==> src/common/clbd_pkg.sv <==
// Constants, types and helpers for the compact logic and branch decoder.
// Assumes one core clock; the instruction word arrives already fetched.
`default_nettype none
package clbd_pkg;

  // ==========================================================
  // Widths
  localparam int unsigned XLEN = 32;
  localparam int unsigned REG_AW = 5;

  // ==========================================================
  // Major and minor codes
  localparam logic [5:0] OP_AND_IMM = 6'h0B;
  localparam logic [5:0] OP_SHORT_MINOR = 6'h11;
  localparam logic [5:0] OP_SHORT_BRANCH = 6'h33;
  localparam logic [5:0] OP_SHORT_BEQZ = 6'h23;
  localparam logic [5:0] OP_LONG_IMM = 6'h10;
  localparam logic [3:0] MINOR_REG_AND = 4'h2;
  localparam logic [4:0] MINOR_COMPACT_BEQZ = 5'h07;

  // ==========================================================
  // Field positions
  localparam int unsigned MAJ16_LSB = 10;
  localparam int unsigned MAJ32_LSB = 26;
  localparam int unsigned MIN32_LSB = 21;
  localparam int unsigned REG32_LSB = 16;

  // ==========================================================
  // Addresses and steps
  localparam logic [XLEN-1:0] STEP16 = 32'h0000_0002;
  localparam logic [XLEN-1:0] STEP32 = 32'h0000_0004;
  localparam logic [XLEN-1:0] PC_RESET = 32'h0000_0000;
  localparam logic [REG_AW-1:0] ZERO_REG = 5'h00;

  // ==========================================================
  // Carriers
  typedef struct packed {
    logic wide;
    logic [XLEN-1:0] pc;
    logic [XLEN-1:0] word;
  } clbd_instr_type;

  typedef struct packed {
    logic valid;
    logic [REG_AW-1:0] addr;
    logic [XLEN-1:0] data;
  } clbd_wb_type;

  typedef struct packed {
    logic valid;
    logic [XLEN-1:0] target;
  } clbd_redirect_type;

  // ==========================================================
  // Three-bit selector to register number
  function automatic logic [REG_AW-1:0] clbd_reg_map(input logic [2:0] sel);
    clbd_reg_map = (sel < 3'h2) ? {2'h2, sel} : {2'h0, sel};
  endfunction : clbd_reg_map

  // Encoded mask immediate
  function automatic logic [15:0] clbd_mask(input logic [3:0] code);
    unique case (code)
      4'h0: clbd_mask = 16'h0080;
      4'h1: clbd_mask = 16'h0001;
      4'h2: clbd_mask = 16'h0002;
      4'h3: clbd_mask = 16'h0003;
      4'h4: clbd_mask = 16'h0004;
      4'h5: clbd_mask = 16'h0007;
      4'h6: clbd_mask = 16'h0008;
      4'h7: clbd_mask = 16'h000F;
      4'h8: clbd_mask = 16'h0010;
      4'h9: clbd_mask = 16'h001F;
      4'hA: clbd_mask = 16'h0020;
      4'hB: clbd_mask = 16'h003F;
      4'hC: clbd_mask = 16'h0040;
      4'hD: clbd_mask = 16'h00FF;
      4'hE: clbd_mask = 16'h8000;
      4'hF: clbd_mask = 16'hFFFF;
    endcase
  endfunction : clbd_mask

endpackage : clbd_pkg
`default_nettype wire

==> src/core/clbd_core.sv <==
// Execute unit for the short AND, short branch and compact branch forms.
// Assumes the fetch stage offers one instruction at a time with its PC,
// and applies every redirect it is given before the next fetch.
//
// Notes on behaviour
// - Short AND immediate: zero-extended mask AND source
// - Four-bit code selects one of sixteen masks
// - Three-bit selectors reach only eight registers
// - Short register AND writes second source register
// - Unconditional short branch: ten-bit offset, doubled
// - Short branch if zero: seven-bit offset, doubled
// - Delayed branches redirect after the slot instruction
// - Compact branch if zero, no delay slot
`timescale 1ns/1ps
`default_nettype none
module clbd_core (
  // Clock and reset
  input wire logic clk,
  input wire logic rst_b,
  // Instruction offer
  input wire logic instr_valid,
  input wire clbd_pkg::clbd_instr_type instr_in,
  output logic instr_ready,
  // Register preload, taken only while idle
  input wire logic load_en,
  input wire logic [clbd_pkg::REG_AW-1:0] load_addr,
  input wire logic [clbd_pkg::XLEN-1:0] load_data,
  // Results
  output clbd_pkg::clbd_wb_type wb_out,
  output clbd_pkg::clbd_redirect_type redirect_out,
  output logic done,
  output logic unknown,
  output logic slot_pending
);
  import clbd_pkg::*;

  typedef enum logic [1:0] {
    ST_IDLE = 2'b00,
    ST_READ = 2'b01,
    ST_EXEC = 2'b10
  } clbd_state_type;

  typedef struct packed {
    clbd_state_type state;
    clbd_instr_type instr;
    logic pend;
    logic [XLEN-1:0] pend_target;
    clbd_wb_type wb;
    clbd_redirect_type redirect;
    logic done;
    logic unknown;
  } clbd_core_type;

  clbd_core_type core_reg;
  clbd_core_type core_next;

  logic [REG_AW-1:0] rd_a_addr;
  logic [REG_AW-1:0] rd_b_addr;
  logic [XLEN-1:0] rd_a_data;
  logic [XLEN-1:0] rd_b_data;
  logic wr_en;
  logic [REG_AW-1:0] wr_addr;
  logic [XLEN-1:0] wr_data;

  // ==========================================================
  // Decode of the held instruction
  logic [15:0] half;
  logic [5:0] maj16;
  logic [5:0] maj32;
  logic is_and_imm;
  logic is_reg_and;
  logic is_b16;
  logic is_short_branch_if_zero;
  logic is_compact_branch_if_zero;
  logic [XLEN-1:0] slot_pc;
  logic [XLEN-1:0] off_b16;
  logic [XLEN-1:0] off_short_branch_if_zero;
  logic [XLEN-1:0] off_compact_branch_if_zero;

  always_comb begin
    half = core_reg.instr.word[15:0];
    maj16 = half[MAJ16_LSB +: 6];
    maj32 = core_reg.instr.word[MAJ32_LSB +: 6];
    is_and_imm = !core_reg.instr.wide && (maj16 == OP_AND_IMM);
    is_reg_and = !core_reg.instr.wide && (maj16 == OP_SHORT_MINOR)
      && (half[9:6] == MINOR_REG_AND);
    is_b16 = !core_reg.instr.wide && (maj16 == OP_SHORT_BRANCH);
    is_short_branch_if_zero = !core_reg.instr.wide && (maj16 == OP_SHORT_BEQZ);
    is_compact_branch_if_zero = core_reg.instr.wide && (maj32 == OP_LONG_IMM)
      && (core_reg.instr.word[MIN32_LSB +: 5] == MINOR_COMPACT_BEQZ);
    // The slot instruction follows a short branch at PC plus two
    slot_pc = core_reg.instr.pc + STEP16;
    off_b16 = {{21{half[9]}}, half[9:0], 1'b0};
    off_short_branch_if_zero = {{24{half[6]}}, half[6:0], 1'b0};
    off_compact_branch_if_zero = {{15{half[15]}}, half, 1'b0};
  end

  // ==========================================================
  // Register selection
  always_comb begin
    rd_a_addr = ZERO_REG;
    rd_b_addr = ZERO_REG;
    if (is_and_imm) begin
      rd_a_addr = clbd_reg_map(half[6:4]);
    end else if (is_reg_and) begin
      rd_a_addr = clbd_reg_map(half[2:0]);
      rd_b_addr = clbd_reg_map(half[5:3]);
    end else if (is_short_branch_if_zero) begin
      rd_a_addr = clbd_reg_map(half[9:7]);
    end else if (is_compact_branch_if_zero) begin
      rd_a_addr = core_reg.instr.word[REG32_LSB +: 5];
    end
  end

  // ==========================================================
  // Sequencing and execution
  always_comb begin
    core_next = core_reg;
    core_next.wb.valid = 1'b0;
    core_next.redirect.valid = 1'b0;
    core_next.done = 1'b0;
    core_next.unknown = 1'b0;
    wr_en = 1'b0;
    wr_addr = load_addr;
    wr_data = load_data;
    unique case (core_reg.state)
      ST_IDLE: begin
        if (instr_valid) begin
          core_next.instr = instr_in;
          core_next.state = ST_READ;
        end else if (load_en) begin
          wr_en = 1'b1;
        end
      end
      ST_READ: begin
        core_next.state = ST_EXEC;
      end
      ST_EXEC: begin
        core_next.state = ST_IDLE;
        core_next.done = 1'b1;
        if (is_and_imm) begin
          wr_addr = clbd_reg_map(half[9:7]);
          wr_data = rd_a_data & {16'h0000, clbd_mask(half[3:0])};
          wr_en = 1'b1;
        end else if (is_reg_and) begin
          wr_addr = rd_b_addr;
          wr_data = rd_a_data & rd_b_data;
          wr_en = 1'b1;
        end else if (!(is_b16 || is_short_branch_if_zero || is_compact_branch_if_zero)) begin
          core_next.unknown = 1'b1;
        end
        // Executed results never write register zero
        if (wr_addr == ZERO_REG) begin
          wr_en = 1'b0;
        end
        core_next.wb.valid = wr_en;
        core_next.wb.addr = wr_addr;
        core_next.wb.data = wr_data;
        // A pending target takes effect once the slot has executed
        if (core_reg.pend) begin
          core_next.redirect.valid = 1'b1;
          core_next.redirect.target = core_reg.pend_target;
          core_next.pend = 1'b0;
        end
        // A branch in the slot is undefined; a taken short one rearms, a taken compact one replaces the pending target
        if (is_b16) begin
          core_next.pend = 1'b1;
          core_next.pend_target = slot_pc + off_b16;
        end else if (is_short_branch_if_zero && (rd_a_data == '0)) begin
          core_next.pend = 1'b1;
          core_next.pend_target = slot_pc + off_short_branch_if_zero;
        end else if (is_compact_branch_if_zero && (rd_a_data == '0)) begin
          core_next.redirect.valid = 1'b1;
          core_next.redirect.target = core_reg.instr.pc + STEP32 + off_compact_branch_if_zero;
        end
      end
      default: begin
        core_next.state = ST_IDLE;
      end
    endcase
  end

  always_ff @(posedge clk or negedge rst_b) begin
    if (!rst_b) begin
      core_reg.state <= ST_IDLE;
      core_reg.instr <= '0;
      core_reg.pend <= 1'b0;
      core_reg.pend_target <= PC_RESET;
      core_reg.wb <= '0;
      core_reg.redirect <= '0;
      core_reg.done <= 1'b0;
      core_reg.unknown <= 1'b0;
    end else begin
      core_reg <= core_next;
    end
  end

  // ==========================================================
  // Storage
  clbd_regfile #(
    .WIDTH(XLEN),
    .AW(REG_AW)
  ) u_regfile (
    .clk(clk),
    .rst_b(rst_b),
    .rd_a_addr(rd_a_addr),
    .rd_b_addr(rd_b_addr),
    .rd_a_data(rd_a_data),
    .rd_b_data(rd_b_data),
    .wr_en(wr_en),
    .wr_addr(wr_addr),
    .wr_data(wr_data)
  );

  // ==========================================================
  // Outputs
  assign instr_ready = (core_reg.state == ST_IDLE);
  assign wb_out = core_reg.wb;
  assign redirect_out = core_reg.redirect;
  assign done = core_reg.done;
  assign unknown = core_reg.unknown;
  assign slot_pending = core_reg.pend;

endmodule : clbd_core
`default_nettype wire

==> src/core/clbd_regfile.sv <==
// General register storage: two read ports, one write port.
// Read data are registered, so data appear one edge after the address.
`timescale 1ns/1ps
`default_nettype none
module clbd_regfile #(
  parameter int unsigned WIDTH = 32,
  parameter int unsigned AW = 5
) (
  // Clock and reset
  input wire logic clk,
  input wire logic rst_b,
  // Read ports
  input wire logic [AW-1:0] rd_a_addr,
  input wire logic [AW-1:0] rd_b_addr,
  output logic [WIDTH-1:0] rd_a_data,
  output logic [WIDTH-1:0] rd_b_data,
  // Write port
  input wire logic wr_en,
  input wire logic [AW-1:0] wr_addr,
  input wire logic [WIDTH-1:0] wr_data
);

  typedef struct packed {
    logic [WIDTH-1:0] a;
    logic [WIDTH-1:0] b;
  } clbd_rd_type;

  logic [WIDTH-1:0] mem [0:(1<<AW)-1];
  clbd_rd_type rd_reg;
  clbd_rd_type rd_next;

  // ==========================================================
  // Storage
  // Array holds no reset; software state is undefined until written
  always_ff @(posedge clk) begin
    if (wr_en) begin
      mem[wr_addr] <= wr_data;
    end
  end

  // ==========================================================
  // Registered read
  always_comb begin
    rd_next.a = mem[rd_a_addr];
    rd_next.b = mem[rd_b_addr];
  end

  always_ff @(posedge clk or negedge rst_b) begin
    if (!rst_b) begin
      rd_reg <= '0;
    end else begin
      rd_reg <= rd_next;
    end
  end

  assign rd_a_data = rd_reg.a;
  assign rd_b_data = rd_reg.b;

endmodule : clbd_regfile
`default_nettype wire

==> config.mk <==
export PLATFORM = sky130hd
export DESIGN_NAME = clbd_core
export DESIGN_NICKNAME = d
export VERILOG_FILES = /design/src/common/clbd_pkg.sv /design/src/core/clbd_core.sv /design/src/core/clbd_regfile.sv
export SDC_FILE = /design/constraint.sdc
export NUM_CORES = 2
export LEC_CHECK = 0
export BUFFER_PORTS_ARGS = -buffer_cell sky130_fd_sc_hd__buf_4
export CAP_MARGIN = 20
export CORE_MARGIN = 2
export CORE_UTILIZATION = 60
export CTS_BUF_LIST = sky130_fd_sc_hd__clkbuf_4
export DETAILED_ROUTE_END_ITERATION = 10
export PLACE_DENSITY = 0.8
export SYNTH_ARGS = -nofsm -noshare
export SYNTH_HDL_FRONTEND = slang
export SYNTH_SLANG_ARGS = --single-unit
==> constraint.sdc <==
create_clock -name clk -period 5.7 [get_ports clk]
set_clock_uncertainty 0.1 [all_clocks]
set_input_delay 1.14 -clock clk [delete_from_list [all_inputs] [get_ports clk]]
set_output_delay 1.14 -clock clk [all_outputs]
set_load 0.01 [all_outputs]
Word level (Yosys, flattened, before mapping)
Memory sizes are Yosys's and may differ from the RTL's. A register that Yosys moved wholly into a read port is not among the register bits.
Index checks and enable logic that the tools add are counted.
{"block": "word_totals", "regBits": 173, "ramBits": 1024, "rom_bits": 256, "in_bits": 106, "output_inout_bits": 75, "wordCells": 95, "memories": 2}
{"memory": "u_regfile.mem", "words": 32, "word_bits": 32, "read_ports": 2, "rd_clocked_by_memory_dff": 2, "wr": 1, "line": "clbd_regfile.sv:28", "rtl": "logic [WIDTH-1:0] mem [0:(1<<AW)-1];"}
{"memory": "(no name shown)", "words": 16, "word_bits": 16, "read_ports": 1, "rd_clocked_by_memory_dff": 0, "wr": 0, "line": "clbd_pkg.sv:62", "rtl": "unique case (code)"}
{"block": "op_classes", "addsub": 5, "n_lt_le_gt_ge": 4, "n_eq_ne": 10, "muxes": 39, "bitwise": 2, "reduce_logical": 20}
{"cell": "33-bit 2-to-1 mux", "n": 6}
{"cell": "32-bit adder", "n": 3}
{"cell": "32-bit 2-to-1 mux", "n": 3}
{"cell": "73-bit 2-to-1 mux", "n": 1}
{"cell": "5-bit 2-to-1 mux", "n": 14}
{"cell": "67-bit 2-to-1 mux", "n": 1}
{"cell": "32-bit by 2-bit adder with 32-bit output, second input constant", "n": 1}
{"cell": "32-bit by 3-bit adder with 32-bit output, second input constant", "n": 1}
{"cell": "32-bit by 16-bit bitwise AND with 32-bit output", "n": 1}
{"cell": "32-bit bitwise AND", "n": 1}
{"cell": "32-bit zero test", "n": 1}
{"cell": "16-bit 2-to-1 mux", "n": 2}
{"cell": "6-bit by 5-bit == test with 1-bit output, second input constant", "n": 2}
{"cell": "6-bit == test, second input constant", "n": 2}
{"cell": "3-bit by 2-bit < comparator with 1-bit output, second input constant", "n": 4}
{"cell": "1-bit 2-to-1 mux", "n": 10}
{"cell": "1-bit logical AND", "n": 9}
{"cell": "6-bit by 4-bit == test with 1-bit output, second input constant", "n": 1}
{"cell": "5-bit by 3-bit == test with 1-bit output, second input constant", "n": 1}
{"cell": "5-bit zero test", "n": 1}
{"cell": "4-bit by 2-bit == test with 1-bit output, second input constant", "n": 1}
{"cell": "2-bit one-hot mux with 2 select lines", "n": 1}
{"cell": "2-bit AND reduction", "n": 2}
{"cell": "1-bit zero test", "n": 3}
{"cell": "other kinds (7)", "n": 8}

Logic depth before layout (Yosys ltp)
{"block": "logic_depth", "word_depth": 13, "ltp_mapped": 19}

Hierarchy
From an unflattened synthesis, not the netlist that was laid out.
{"block": "hier_totals", "hier_cells": 5009, "area_unflattened_um2": 64137.8}
{"mod": "clbd_regfile", "n_inst": 1, "cells_per_inst": 3450, "area_each_um2": 50392.1, "seq_area_each_um2": 32351.0}
{"mod": "clbd_core", "n_inst": 1, "cells_per_inst": 1559, "area_each_um2": 13745.7, "seq_area_each_um2": 4329.2}

Least setup slack after synthesis
Ideal clock, no wire load.
{"block": "synth_path", "path_type": "reg-to-reg", "start": "register core_reg[112] in the netlist's numbering", "end": "memory u_regfile.mem[12][0], enable pin", "setup_time_ps": 421, "arrival_ps": 4150, "setup_slack_ps": 1029, "stages_incl_launch_ff": 11, "n_path_buf": 2, "period_less_slack_ps": 4671, "cell_sequence": "dfrtp_1 -> nor4b_2 -> nand4b_1 -> nor2_1 -> nand2_1 -> buf_2 -> buf_1 -> nand2_1 -> a22oi_1 -> nand2_1 -> nor2_1"}
{"block": "synth_via", "elab_chain_cells": 12, "word_cells_on_any_way": 15, "cone_classes": "eq/ne: 1; mux: 12; reduce/logical: 2"}
{"item": "start: declaration", "line": "clbd_core.sv:54", "rtl": "clbd_core_type core_reg;"}
{"item": "start signal: assignment", "line": "clbd_core.sv:194", "rtl": "core_reg <= core_next;"}
{"item": "4-bit by 2-bit == test with 1-bit output *", "line": "clbd_core.sv:86", "rtl": "&& (half[9:6] == MINOR_REG_AND);"}
{"item": "1-bit logical AND *", "line": "clbd_core.sv:86"}
{"item": "5-bit 2-to-1 mux", "line": "clbd_core.sv:105", "rtl": "end else if (is_reg_and) begin"}
{"item": "5-bit 2-to-1 mux", "line": "clbd_core.sv:103", "rtl": "if (is_and_imm) begin"}
{"item": "5-bit 2-to-1 mux", "line": "clbd_core.sv:145", "rtl": "end else if (is_reg_and) begin"}
{"item": "5-bit 2-to-1 mux", "line": "clbd_core.sv:141", "rtl": "if (is_and_imm) begin"}
{"item": "5-bit 2-to-1 mux", "line": "clbd_core.sv:126", "rtl": "unique case (core_reg.state)"}
{"item": "5-bit zero test", "line": "clbd_core.sv:153", "rtl": "if (wr_addr == ZERO_REG) begin"}
{"item": "1-bit 2-to-1 mux", "line": "clbd_core.sv:153"}
{"item": "1-bit one-hot mux with 2 select lines", "line": "clbd_core.sv:126"}
{"item": "1-bit 2-to-1 mux", "line": "clbd_regfile.sv:36", "rtl": "if (wr_en) begin"}
{"item": "1-bit 2-to-1 mux (not written as such)", "line": "clbd_regfile.sv:37", "rtl": "mem[wr_addr] <= wr_data;"}
{"item": "end: declaration", "line": "clbd_regfile.sv:28"}
Every way passes the cells marked *; elsewhere a longest branch is shown, timed or not. The select of a mux whose other input is x is not followed.

Final worst setup path
{"block": "layout_path", "start": "register core_reg[141] in the netlist's numbering", "end": "register core_reg[104] in the netlist's numbering"}
{"block": "layout_via", "elab_chain_cells": 4, "word_cells_on_any_way": 5, "cone_classes": "add/sub: 3; mux: 2"}
{"item": "32-bit by 2-bit adder with 32-bit output *", "line": "clbd_core.sv:92", "rtl": "slot_pc = core_reg.instr.pc + STEP16;"}
{"item": "32-bit adder", "line": "clbd_core.sv:171", "rtl": "core_next.pend_target = slot_pc + off_short_branch_if_zero;"}
{"item": "33-bit 2-to-1 mux", "line": "clbd_core.sv:169", "rtl": "end else if (is_short_branch_if_zero && (rd_a_data == '0)) begin"}
{"item": "33-bit 2-to-1 mux *", "line": "clbd_core.sv:166", "rtl": "if (is_b16) begin"}
Marks and branches as above.
A chain may end at the register's enable or synchronous reset.

==> results.json <==
{
  "yosys.area.top_type": "edfxtp_1",
  "power_density_nw_per_um2": 363,
  "syn_avg_cell_area_sq_um": 12.5,
  "async_flop_share": 0.188,
  "core_sq_um": 95200,
  "slew_headroom": 0.223,
  "hold_path.class": "primary input to flop",
  "worstSetupPathType": "flop to flop",
  "die_h_um": 314,
  "cts-root-buf": "clkbuf_4",
  "start_util": 0.607,
  "cts_tree": "yes",
  "ir_drop_mv": 0.262,
  "via_per_inst": 6.58,
  "p_switching_uw": 7100,
  "numCtsBuffers": 331,
  "cts_max_level": 5,
  "antenna_found_initial": 9,
  "path_buf_inv": 2,
  "final.period_utilization": 0.823,
  "largest_reg_flops": 1024,
  "first_iter_violations": 6181,
  "p_seq_frac": 0.460,
  "pwr-share-comb": 0.210,
  "clk-insertion-delay-late_ns": 1.30,
  "switching_share": 0.301,
  "cp.required_ns": 6.65,
  "grt_pass1_wl_um": 254000,
  "fin_ws_ns": 1.01,
  "synth_top_area_share": 0.532,
  "tns_ns": 0,
  "drive_above_1_share": 0.211,
  "fin_crit_ns": 4.69,
  "regToRegSetupSlack_ns": 1.01,
  "ctsLongestPathBuffers": 4,
  "crit_slowest_cell": "a2111oi_0",
  "worst_pin_slew_ns": 1.16,
  "avgRoutedWirePerCell_um": 26.8,
  "drc": 0,
  "drtAntennaViolNets": 0,
  "overflow": 0,
  "p_clk_frac": 0.329,
  "area_growth_syn_to_layout_pct": 12.8,
  "synth.ff_latch_count": 1261,
  "grt_max_degree": 90,
  "synth-edff-count": 1024,
  "n_fill_cell": 6444,
  "pre_cts_slack_ns": 1.11,
  "ys_warn_count": 0,
  "internal_power_uw": 16500,
  "die-area_sq_um": 98800,
  "place_hpwl_um": 104000,
  "ys.flop_type": "edfxtp_1",
  "worstPathCellList": "and3_1 -> and2_1 -> nand2_1 -> nor3_1 -> buf_4 -> nand3_1 -> xnor2_1 -> ha_1 -> and4_1 -> and3_1 -> o21ai_0 -> buf_4 -> a2111oi_0 -> nor3_1 -> and3b_1 -> a31oi_1 -> mux2i_1 -> a221oi_1 -> nor2_1",
  "finalHoldViolCount": 0,
  "worstPathArrival_ns": 5.64,
  "final_net_count": 5174,
  "yosys.cell_count.top_type": "edfxtp_1",
  "num_vias": 42500,
  "rsz0062_at_grt": "no",
  "synth_cell_type_count": 74,
  "first_global_vias": 41800,
  "port_buffers": 180,
  "maxCapViolCount": 0,
  "drv_slew": 0,
  "wl_um": 173000,
  "path_max_fanout": 7,
  "dr.pass1.iters": 6,
  "synthCells": 4636,
  "max_stage_delay_ns": 0.73,
  "setup_viol": 0,
  "crit_family": "simple AND/OR/NAND/NOR gates",
  "yosys-top-cells-count": "1024 x edfxtp_1, 1001 x nand2_1, 305 x nand3_1, 237 x dfrtp_1, 227 x a21oi_1",
  "syn-num-nets": 4864,
  "status": "completed",
  "die_x_um": 314,
  "place_congestion": 0.962,
  "io_pins": 181,
  "startpoint_type": "flop",
  "grt_use_total": 0.349,
  "fmax_ghz": 0.213,
  "row_count": 113,
  "synthTopCellsByArea": "edfxtp_1 53%, dfrtp_1 10%, nand2_1 6.5%",
  "clk_pin_slew_ns": 0.06,
  "synth_area_sq_um": 57800,
  "cts_sinks": 1261,
  "yosysSeqAreaShare": 0.635,
  "p_leak_uw": 0.0246,
  "end_kind": "flop"
}
[layer usage]
layer  track usage  share of wire  vias to the layer above  wire [um]
met1         0.441           0.34                    20300      59000
li1              -              -                    18100          -
met5             0        0.00033                        -         57
met3        0.0935           0.13                      678      23400
met4         0.194          0.057                        8       9820
met2         0.553           0.47                     3342      81200
[layout make-up]
cell class                      instances  area, sq um  area share
Clock buffer                          477         3580      0.0550
Tap cell                             1265         1580      0.0243
Antenna cell                           12         30.0    0.000461
Clock inverter                         95          543     0.00833
Inverter                               33          124     0.00190
Multi-Input combinational cell       2987        19600       0.300
Sequential cell                      1261        36700       0.563
Timing Repair Buffer                  332         3050      0.0468
[stage by stage]
stage / total power (uW) / instance area (sq um) / utilization / hold WS, ns / std cells
6_report: 23600 / 65200 / 0.685 / 0.0728 / 6462
3_3_place_gp: 15800 / 60800 / 0.639 / 0.357 / 5865
4_1_cts: 23600 / 64900 / 0.682 / 0.0216 / 6439
2_1_floorplan: 14500 / 57800 / - / 0.326 / 4636
3_5_place_dp: 15900 / 60800 / 0.639 / 0.364 / 5866
5_1_grt: 24700 / 65100 / 0.685 / 0.0129 / 6459
[cell families after synthesis]
group | after synthesis | synth area share
adders and majority gates | 122 | 0.0267
DFF | 1261 | 0.635
and+or+nand+nor | 1726 | 0.131
AOI/OAI and AO/OA | 812 | 0.0910
muxes | 225 | 0.0680
buffers and inverters | 388 | 0.0330
xor gates and xnor gates | 102 | 0.0155
[worst register-to-register path, cell delays in order (launching register included)]
cell       delay [ns]
dfrtp_1          0.45
and3_1           0.20
and2_1           0.16
nand2_1          0.06
nor3_1           0.16
buf_4            0.20
nand3_1          0.11
xnor2_1          0.20
ha_1             0.39
and4_1           0.24
and3_1           0.16
o21ai_0          0.14
buf_4            0.20
a2111oi_0        0.73
nor3_1           0.13
and3b_1          0.30
a31oi_1          0.14
mux2i_1          0.15
a221oi_1         0.30
nor2_1           0.07
[placed cells by master, fill, tap and decap left out, types with 37 or more instances in the layout]
master / netlist / routed
nor2_1: 144 / 110
mux4_2: 128 / 128
edfxtp_1: 1024 / 1024
nor3_1: 49 / 49
a311oi_1: 77 / 77
a31oi_1: 91 / 91
buf_4: 77 / 285
clkbuf_4: 0 / 477
o21ai_0: 127 / 127
ha_1: 120 / 120
a21o_1: 40 / 38
clkinv_1: 1 / 69
nand2_1: 1001 / 995
and3_1: 107 / 107
xnor2_1: 60 / 60
o22ai_1: 66 / 66
dfrtp_1: 237 / 234
mux2_2: 62 / 62
nand3_1: 305 / 303
a21oi_1: 227 / 225
xor2_1: 42 / 42
a22oi_1: 42 / 42
or3_1: 37 / 37
[final timing paths]
path,depth (start not counted),endpoint,start
setup / recovery,19,core_reg[104],core_reg[141]
hold / removal,2,core_reg[133],instr_in[27]
setup reg to reg,19,core_reg[104],core_reg[141]
hold reg to reg,2,wb_out[35],wb_out[35]
max in group asynchronous,3,u_regfile.rd_b_data[13],rst_b
min in group asynchronous,2,core_reg[115],rst_b
[timing repair]
action,in CTS,in global routing
resized for setup,0,0
hold buffers,1,0
hold endpoints to repair,42,0
setup buffers,0,0
[power by group through the flow]
| stage | Combinational, uW | Clock (uW) | Sequential (uW) |
|---|---|---|---|
| after floorplan | 3630 | 0 | 10800 |
| after global placement | 4800 | 0 | 11000 |
| after detailed placement | 4840 | 0 | 11100 |
| after CTS | 4870 | 7830 | 10900 |
| after global routing | 5440 | 8330 | 10900 |
| final | 4970 | 7790 | 10900 |
(Power assumes the default switching activity.)
